$ cat src/rtl/sar_map.svh
// Purpose: constants for the converter readout logic
// Assumes: 25 MHz system clock
// Notes: times in ns, cycle counts derived from them
`ifndef SAR_MAP_SVH
`define SAR_MAP_SVH
`define SAR_CLK_NS 40
`define SAR_CONV_MIN_NS 500
`define SAR_CONV_MAX_NS 1600
// longest time rounds down
`define SAR_CONV_CYC (`SAR_CONV_MAX_NS / `SAR_CLK_NS)
`define SAR_RES_BITS 16
`define SAR_CODE_MAX 16'hffff
`define SAR_CODE_MIN 16'h0000
`endif

$ cat src/rtl/sar_pkg.sv
// Purpose: types for the converter readout logic
// Assumes: nothing
// Notes: constants live in sar_map.svh
package sar_pkg;
    typedef enum logic [1:0] {
        SAR_IDLE = 2'b00,
        SAR_CONV = 2'b01,
        SAR_READ = 2'b10
    } sar_state_e;
    typedef struct packed {
        logic convertStart;
        logic serialClk;
        logic serialChainIn;
    } sar_pins_s;
endpackage

$ cat src/rtl/sar_adc_serial_readout.sv
// Purpose: conversion start and serial readout of a 16-bit converter
// Assumes: host pins asynchronous to clk, sampled through two flops
// Notes: result delivered as a sample word plus over/under range flags
// Notes on behaviour
// - only convert rising edge starts conversion
// - serial input low at edge: chain mode
// - serial input high at edge: select mode
// - select mode: output enabled while convert low
// - select mode: either input low enables output
// - select low at completion enables busy indicator
// - serial clock shifts result out when selected
// - chain: input reappears sixteen clocks later
// - chain: serial input is cascade data
// - result readable right after conversion
// - data ready within maximum conversion time
// - internal clock converts; serial clock only reads
// - saturate code on over or under range
`timescale 1ns/10ps
`include "sar_map.svh"
module sar_adc_serial_readout
    import sar_pkg::*;
#(
    parameter int RES_BITS = `SAR_RES_BITS,
    parameter int CONV_CYC = `SAR_CONV_CYC
)(
    input wire logic clk,
    input wire logic rst_b,
    input wire logic convertStart,
    input wire logic serialClk,
    input wire logic serialChainIn,
    input wire logic [RES_BITS-1:0] sampleCode,
    input wire logic overRange,
    input wire logic underRange,
    output logic serialResultOut,
    output logic serialResultOutEn_b,
    output logic busy
);
    // the shifter and the bit counter are sized for sixteen bits
    if (RES_BITS != 16)
    begin : g_bad_width
        $error("unsupported result width");
    end
    // the conversion counter is eight bits wide
    if (CONV_CYC < 1 || CONV_CYC > 255)
    begin : g_bad_time
        $error("unsupported conversion length");
    end

    sar_pins_s pinRaw;
    wire sar_pins_s pinSync;
    wire sar_pins_s pinLast;
    sar_state_e state;
    logic chainMode;
    logic [7:0] convCount;
    logic [RES_BITS-1:0] shiftReg;
    logic [RES_BITS-1:0] loadCode;
    logic [4:0] bitCount;
    logic selectLow;
    logic cnvRise;
    logic sckFall;
    logic convDone;
    logic shiftEn;

    assign pinRaw = {convertStart, serialClk, serialChainIn};

    // first stage feeds only the second; one chain of flops per host pin
    for (genvar g = 0; g < $bits(sar_pins_s); g++)
    begin : g_sync
        logic meta;
        logic sync;
        logic last;
        always_ff @(posedge clk or negedge rst_b)
        begin
            if (!rst_b)
            begin
                meta <= 1'b0;
                sync <= 1'b0;
                last <= 1'b0;
            end
            else
            begin
                meta <= pinRaw[g];
                sync <= meta;
                last <= sync;
            end
        end
        assign pinSync[g] = sync;
        assign pinLast[g] = last;
    end

    assign cnvRise = pinSync.convertStart && !pinLast.convertStart;
    assign sckFall = !pinSync.serialClk && pinLast.serialClk;
    assign selectLow = !pinSync.convertStart || !pinSync.serialChainIn;
    // completes at the max time, never later
    assign convDone = (state == SAR_CONV) && (convCount == 8'(CONV_CYC - 1));
    // select mode stops after the last bit; chain mode keeps passing data
    assign shiftEn = (state == SAR_READ) && sckFall
        && (chainMode || (selectLow && bitCount != 5'h10));

    // conversion timing runs on clk alone, serial clock not needed;
    // a convert rise during conversion is dropped, not queued
    always_ff @(posedge clk or negedge rst_b)
    begin
        if (!rst_b)
            state <= SAR_IDLE;
        else
        begin
            case (state)
                SAR_IDLE:
                begin
                    if (cnvRise)
                        state <= SAR_CONV;
                end
                SAR_CONV:
                begin
                    if (convDone)
                        state <= SAR_READ;
                end
                SAR_READ:
                begin
                    // result stays readable until the next convert edge
                    if (cnvRise)
                        state <= SAR_CONV;
                end
                default:
                    state <= SAR_IDLE;
            endcase
        end
    end

    // counter restarts with every accepted convert edge
    always_ff @(posedge clk or negedge rst_b)
    begin
        if (!rst_b)
            convCount <= 8'h00;
        else if (state != SAR_CONV)
            convCount <= 8'h00;
        else
            convCount <= convCount + 8'h01;
    end

    // mode is fixed at the convert edge and held for the whole cycle
    always_ff @(posedge clk or negedge rst_b)
    begin
        if (!rst_b)
            chainMode <= 1'b0;
        else if (cnvRise && state != SAR_CONV)
            chainMode <= !pinSync.serialChainIn;
    end

    // saturation picks the code that the shifter loads at completion
    always_comb
    begin
        loadCode = sampleCode;
        if (overRange)
            loadCode = `SAR_CODE_MAX;
        else if (underRange)
            loadCode = `SAR_CODE_MIN;
    end

    // result load at completion, shift on serial clock falling edges
    always_ff @(posedge clk or negedge rst_b)
    begin
        if (!rst_b)
            shiftReg <= '0;
        else if (convDone)
            shiftReg <= loadCode;
        else if (shiftEn)
        begin
            // chain input enters at lsb so it emerges 16 clocks later
            shiftReg <= {shiftReg[RES_BITS-2:0], pinSync.serialChainIn};
        end
    end

    // counts bits sent so select mode stops at the last one
    always_ff @(posedge clk or negedge rst_b)
    begin
        if (!rst_b)
            bitCount <= 5'h00;
        else if (convDone)
            bitCount <= 5'h00;
        else if (shiftEn && bitCount != 5'h10)
            bitCount <= bitCount + 5'h01;
    end

    // busy follows the state one clock late, like the other outputs
    always_ff @(posedge clk or negedge rst_b)
    begin
        if (!rst_b)
            busy <= 1'b0;
        else
            busy <= (state == SAR_CONV);
    end

    // chain mode always drives, since reads happen with convert high;
    // select mode drives only while either pin is low
    always_ff @(posedge clk or negedge rst_b)
    begin
        if (!rst_b)
            serialResultOutEn_b <= 1'b1;
        else if (chainMode)
            serialResultOutEn_b <= 1'b0;
        else if (selectLow)
            serialResultOutEn_b <= 1'b0;
        else
            serialResultOutEn_b <= 1'b1;
    end

    // low while converting doubles as busy indicator; msb once done
    always_ff @(posedge clk or negedge rst_b)
    begin
        if (!rst_b)
            serialResultOut <= 1'b0;
        else if (state == SAR_CONV)
            serialResultOut <= 1'b0;
        else if (chainMode || selectLow)
            serialResultOut <= shiftReg[RES_BITS-1];
        else
            serialResultOut <= 1'b0;
    end
endmodule

$ cat config.mk
export PLATFORM = sky130hd
export DESIGN_NAME = sar_adc_serial_readout
export DESIGN_NICKNAME = d
export VERILOG_FILES = /design/src/rtl/sar_pkg.sv /design/src/rtl/sar_adc_serial_readout.sv
export VERILOG_INCLUDE_DIRS = /design/src /design/src/rtl
export SDC_FILE = /design/constraint.sdc
export NUM_CORES = 1
export LEC_CHECK = 0
export ABC_CLOCK_PERIOD_IN_PS = 2610
export BUFFER_PORTS_ARGS = -buffer_cell sky130_fd_sc_hd__clkbuf_2
export CAP_MARGIN = 20
export CORE_ASPECT_RATIO = 0.5
export CORE_MARGIN = 10
export CORE_UTILIZATION = 35
export CTS_CLUSTER_SIZE = 12
export DETAILED_ROUTE_END_ITERATION = 12
export PLACE_DENSITY = 0.56
export SYNTH_ARGS = -nofsm -noshare
export SYNTH_HDL_FRONTEND = slang
export SYNTH_SLANG_ARGS = --single-unit
export TNS_END_PERCENT = 50
$ cat constraint.sdc
create_clock -name clk -period 2.61 [get_ports clk]
set_clock_uncertainty 0.2 [all_clocks]
set_input_delay 0 -clock clk [delete_from_list [all_inputs] [get_ports clk]]
set_output_delay 0 -clock clk [all_outputs]
set_load 0.05 [all_outputs]
# After elaboration in Yosys (flattened, before gate mapping)
# Index checks and enable logic that the tools add are counted.
op_classes:
  add_sub_neg: 2
  n_eq_ne: 7
  muxes: 14
  n_reduce_logical: 20
ops:
  columns: ["cell", "n"]
  rows:
  - ["two-way mux 16 bit", 4]
  - ["two-way mux 5 bit", 2]
  - ["adder 8 x 1 -> 8 bit, second input constant", 1]
  - ["equality test 8 x 6 -> 1 bit, second input constant", 1]
  - ["logical AND 1 bit", 8]
  - ["two-way mux 8 bit", 1]
  - ["adder 5 x 1 -> 5 bit, second input constant", 1]
  - ["inequality test 5 bit, second input constant", 1]
  - ["zero test 1 bit", 4]
  - ["two-way mux 1 bit", 4]
  - ["two-way mux 2 bit", 2]
  - ["inequality test 2 x 1 -> 1 bit, second input constant", 2]
  - ["one-hot mux 2 bit (2 select lines)", 1]
  - ["nonzero test 2 bit", 2]
  - ["logical OR 1 bit", 3]
  - ["equality test 2 x 1 -> 1 bit, second input constant", 1]
  - ["equality test 2 bit, second input constant", 1]
  - ["zero test 2 bit", 1]
  - ["inequality test 2 bit, second input constant", 1]
  - ["AND reduction 2 bit", 1]
  - ["OR reduction 2 bit", 1]
word_totals:
  reg_bits: 43
  in_bits: 23
  wordCells: 59

# Longest topological paths before layout
logic_depth:
  word_depth: 8
  ltp_mapped: 7
  ltp_nobuf: 6

# Worst setup path before layout
# OpenSTA, ideal clock, no wires.
synth_timing:
  path_kind: "register to register"
  startpoint: "reg convCount[4]"
  endpoint: "reg shiftReg[10]"
  setup_time_ns: 0.125
  arrival_time_ns: 1.850
  required_time_ns: 2.285
  path_slack_ns: 0.435
  path_stages_with_launch: 6
  path_buffers: 1
  period_less_slack_ns: 2.175
  path_cell_list: "dfrtp_1 -> or4_4 -> nor3_4 -> nand3b_4 -> buf_12 -> mux2_4"
synth_via:
  elab_chain_cells: 3
  word_cells_on_any_way: 4
synth_rtl:
  columns: ["item", "line_no", "source"]
  rows:
  - ["start, declared", "sar_adc_serial_readout.sv:54", "logic [7:0] convCount;"]
  - ["start signal, assigned", "sar_adc_serial_readout.sv:139", "convCount <= convCount + 8'h01;"]
  - ["equality test 8 x 6 -> 1 bit (*)", "sar_adc_serial_readout.sv:95", "assign convDone = (state == SAR_CONV) && (convCount == 8'(CONV_CYC - 1));"]
  - ["logical AND 1 bit (*)", "sar_adc_serial_readout.sv:95", null]
  - ["two-way mux 16 bit / nonzero test 2 bit (equally long branches)", null, null]
  - ["end signal, assigned", "sar_adc_serial_readout.sv:167", "shiftReg <= loadCode;"]
  - ["end signal, assigned", "sar_adc_serial_readout.sv:171", "shiftReg <= {shiftReg[RES_BITS-2:0], pinSync.serialChainIn};"]
  - ["end, declared", "sar_adc_serial_readout.sv:55", "logic [RES_BITS-1:0] shiftReg;"]
# Every way passes the cells marked *; elsewhere a longest branch is shown, timed or not.
# A chain may end at the register's enable or synchronous reset.

# Final worst setup path
layout_timing:
  startpoint: "reg convCount[4]"
  endpoint: "reg shiftReg[12]"
# Same word-level chain as after synthesis.

==> flow_metrics.py <==
metrics = {
    "final_layout": {
        "n_antenna_cell": 0,
        "utilization": 0.465,
        "final_net_count": 251,
        "final_layout_size_suffix_gt1_frac": 0.265,
        "area_growth_pct": 25.9,
        "layoutNonFillerInstCount": 299,
    },
    "floorplanning": {
        "rows": 19,
        "die_area_um2": 9560,
        "io_pins": 26,
        "initial_core_util": 0.370,
        "die_h_um": 74.3,
        "die_x_um": 129,
        "core_area_um2": 5590,
    },
    "drt": {
        "post_drt_wl_per_cell_um": 13.0,
        "drt_first_pass_iters": 3,
        "drc_errors": 0,
        "vias": 1367,
        "route.antenna.remaining_nets": 0,
        "drtIter0Drc": 50,
        "finalWirelength_um": 3890,
        "via_per_inst": 4.57,
    },
    "logic_synthesis": {
        "ys_warn_count": 0,
        "yosys_register_bits": 43,
        "seq_area_frac_synth": 0.522,
        "synth_area_per_cell_um2": 11.7,
        "synth_area_um2": 2070,
        "synth_nets": 202,
        "synth_cell_types": 31,
        "syn_inst": 176,
    },
    "sta": {
        "rsz0062_at_grt": "false",
        "worstMarginPinSlew_ns": 0.555,
        "setup_viol": 0,
        "tns_ns": 0,
        "fmax_mhz": 462,
        "final_hold_viol_count": 0,
        "finalMaxSlewViolations": 0,
        "setup_ws_ns": 0.447,
        "min_period_ns": 2.16,
        "fin_crit_sh": 0.829,
        "relSlewSlack": 0.630,
    },
    "critical_path": {
        "ff2ff_path_depth": 5,
        "cp.required_ns": 2.58,
        "end_kind": "flip-flop",
        "cp-start-kind": "flip-flop",
        "cp_max_fo": 22,
        "crit_type": "reg2reg",
        "arrival_ns": 2.13,
    },
    "power_and_ir_drop": {
        "p_per_area_nw_per_um2": 652,
        "ir_drop_v": 0.000337,
        "total_power_mw": 1.70,
        "leakage_nw": 1.19,
    },
    "global_routing": {
        "grt_pass1_vias": 1401,
        "grt_pass1_wl_um": 6670,
        "grt_max_degree": 23,
        "grt_overflow": 0,
        "antenna_found_initial": 0,
        "grt_usage": 0.0863,
    },
    "cts": {
        "clockBufferDepth": 2,
        "clk_latency_ns": 0.28,
        "post-cts-setup-buffers": 0,
        "cts_buffers": 5,
        "cts.sinks": 43,
        "cts_tree": "done",
        "cts_root_buffer": "clkbuf_16",
        "clk_pin_slew_worst_paths_ns": 0.06,
        "htreeDepth": 2,
    },
    "job": {
        "drv_cap": 0,
    },
    "run_status": {
        "status": "finished, final reports clean",
    },
    "placed_design": {
        "pre_cts_ws_ns": 0.444,
        "gp_congestion": 0.692,
        "dp.cells": 271,
        "port_buffers": 25,
        "dpl.hpwl_um": 2680,
    },
    "worst_hold_path": {
        "hp-class": "in2async",
    },
}
==> metrics by stage <==
step	hold WS (ns)	area, um2
after detailed placement	-0.181	2250
after floorplan	-0.496	2070
final	0.0437	2600
after CTS	0.0538	2600
after global placement	-0.194	2250
after global routing	0.118	2600
==> per-layer routing <==
| metal | GRT usage | vias up | part of all wire |
|---|---|---|---|
| li1 | - | 694 | - |
| met1 | 0.109 | 656 | 0.51 |
| met2 | 0.137 | 15 | 0.45 |
| met3 | 0.0248 | 2 | 0.033 |
| met4 | 0.0344 | 0 | 0.010 |
| met5 | 0 | - | 0 |
==> kinds of logic (layout without fill, tap and decap cells) <==
family,after synthesis,count (layout),share of synthesized area
buffers and inverters,29,79,0.0678
and+or+nand+nor,35,35,0.108
adders and majority gates,3,3,0.0182
DFF,43,43,0.522
xor gates and xnor gates,7,7,0.0297
muxes,33,33,0.188
AOI/OAI and AO/OA,26,26,0.0660
==> where the power goes <==
group / internal [mW] / leakage [nW] / switching (mW)
Sequential: 0.739 / 0.560 / 0.0490
Combinational: 0.129 / 0.561 / 0.167
Clock: 0.352 / 0.0658 / 0.259
Total: 1.22 / 1.19 / 0.475
==> synthesized netlist by cell type (all sizes together) <==
cell type,n,area share
nand2b,2,0.0061
o31ai,1,0.0036
nand4bb,1,0.0055
mux2,17,0.11
inv,22,0.040
dfstp,1,0.013
nand2,3,0.0055
mux2i,16,0.078
nand3b,3,0.017
nand4,2,0.0061
xnor2,2,0.0085
a21oi,18,0.044
nor3,2,0.010
o21ai,6,0.015
ha,3,0.018
buf,3,0.021
dfrtp,42,0.51
and2,1,0.0030
or4,1,0.0055
a31o,1,0.0042
or3,2,0.0061
clkbuf,4,0.0073
nand3,5,0.012
and4bb,1,0.0061
nor2,9,0.016
xor2,5,0.021
and3,3,0.0091
==> cells in the final DEF, fill, tap and decap left out, types with 2 or more instances in the layout <==
| cell type | Yosys | routed |
|---|---|---|
| a21oi_1 | 18 | 18 |
| and3_1 | 3 | 3 |
| buf_4 | 0 | 4 |
| clkbuf_16 | 0 | 5 |
| clkbuf_2 | 0 | 25 |
| clkinvlp_4 | 0 | 2 |
| dfrtp_1 | 42 | 42 |
| dlygate4sd3_1 | 0 | 20 |
| ha_1 | 3 | 3 |
| inv_1 | 22 | 22 |
| mux2_2 | 7 | 7 |
| mux2_4 | 10 | 10 |
| mux2i_1 | 16 | 16 |
| nand2_1 | 3 | 3 |
| nand2b_1 | 2 | 2 |
| nand3_1 | 5 | 5 |
| nand3b_1 | 2 | 2 |
| nand4_1 | 2 | 2 |
| nor2_1 | 9 | 9 |
| o21ai_0 | 6 | 6 |
| or3_1 | 2 | 2 |
| xnor2_1 | 2 | 2 |
| xor2_1 | 5 | 5 |
==> final timing paths <==
check | start | endpoint | slack, ns
max | convCount[4] | shiftReg[12] | 0.45
min | rst_b | shiftReg[12] | 0.04
max reg2reg | convCount[4] | shiftReg[12] | 0.45
min reg2reg | g_sync[2].meta | g_sync[2].sync | 0.15
max in group asynchronous | rst_b | convCount[4] | 1.58
min in group clk | g_sync[2].meta | g_sync[2].sync | 0.15
==> cell type report <==
cell class              count  area, um2
clock buffers               5        125
clock inverters             3       20.0
fillers                   505       2990
inverters                  22       82.6
multi-input cells         104        848
flip-flops and latches     43       1080
well taps                  73       91.3
repair buffers             49        355
==> sequential cells by signal, summed over array words and instances, names as in the netlist <==
signal / cells
serialResultOutEn_b: 1
g_sync.sync: 3
serialResultOut: 1
convCount: 8
bitCount: 5
g_sync.last: 2
shiftReg: 16
chainMode: 1
state: 2
g_sync.meta: 3
busy: 1
==> critical path, stage by stage, from the launching register on <==
cell and delay (ns):
dfrtp_1 0.40, or4_4 0.56, nor3_4 0.14, buf_4 0.35
mux2i_1 0.13, mux2_4 0.27
==> repair_timing <==
item / 4_1_cts / 5_1_grt
hold buffers: 20 / 0
hold endpoints to repair: 62 / 0
resized for setup: 0 / 0
Power figures use the tool's default switching activity.
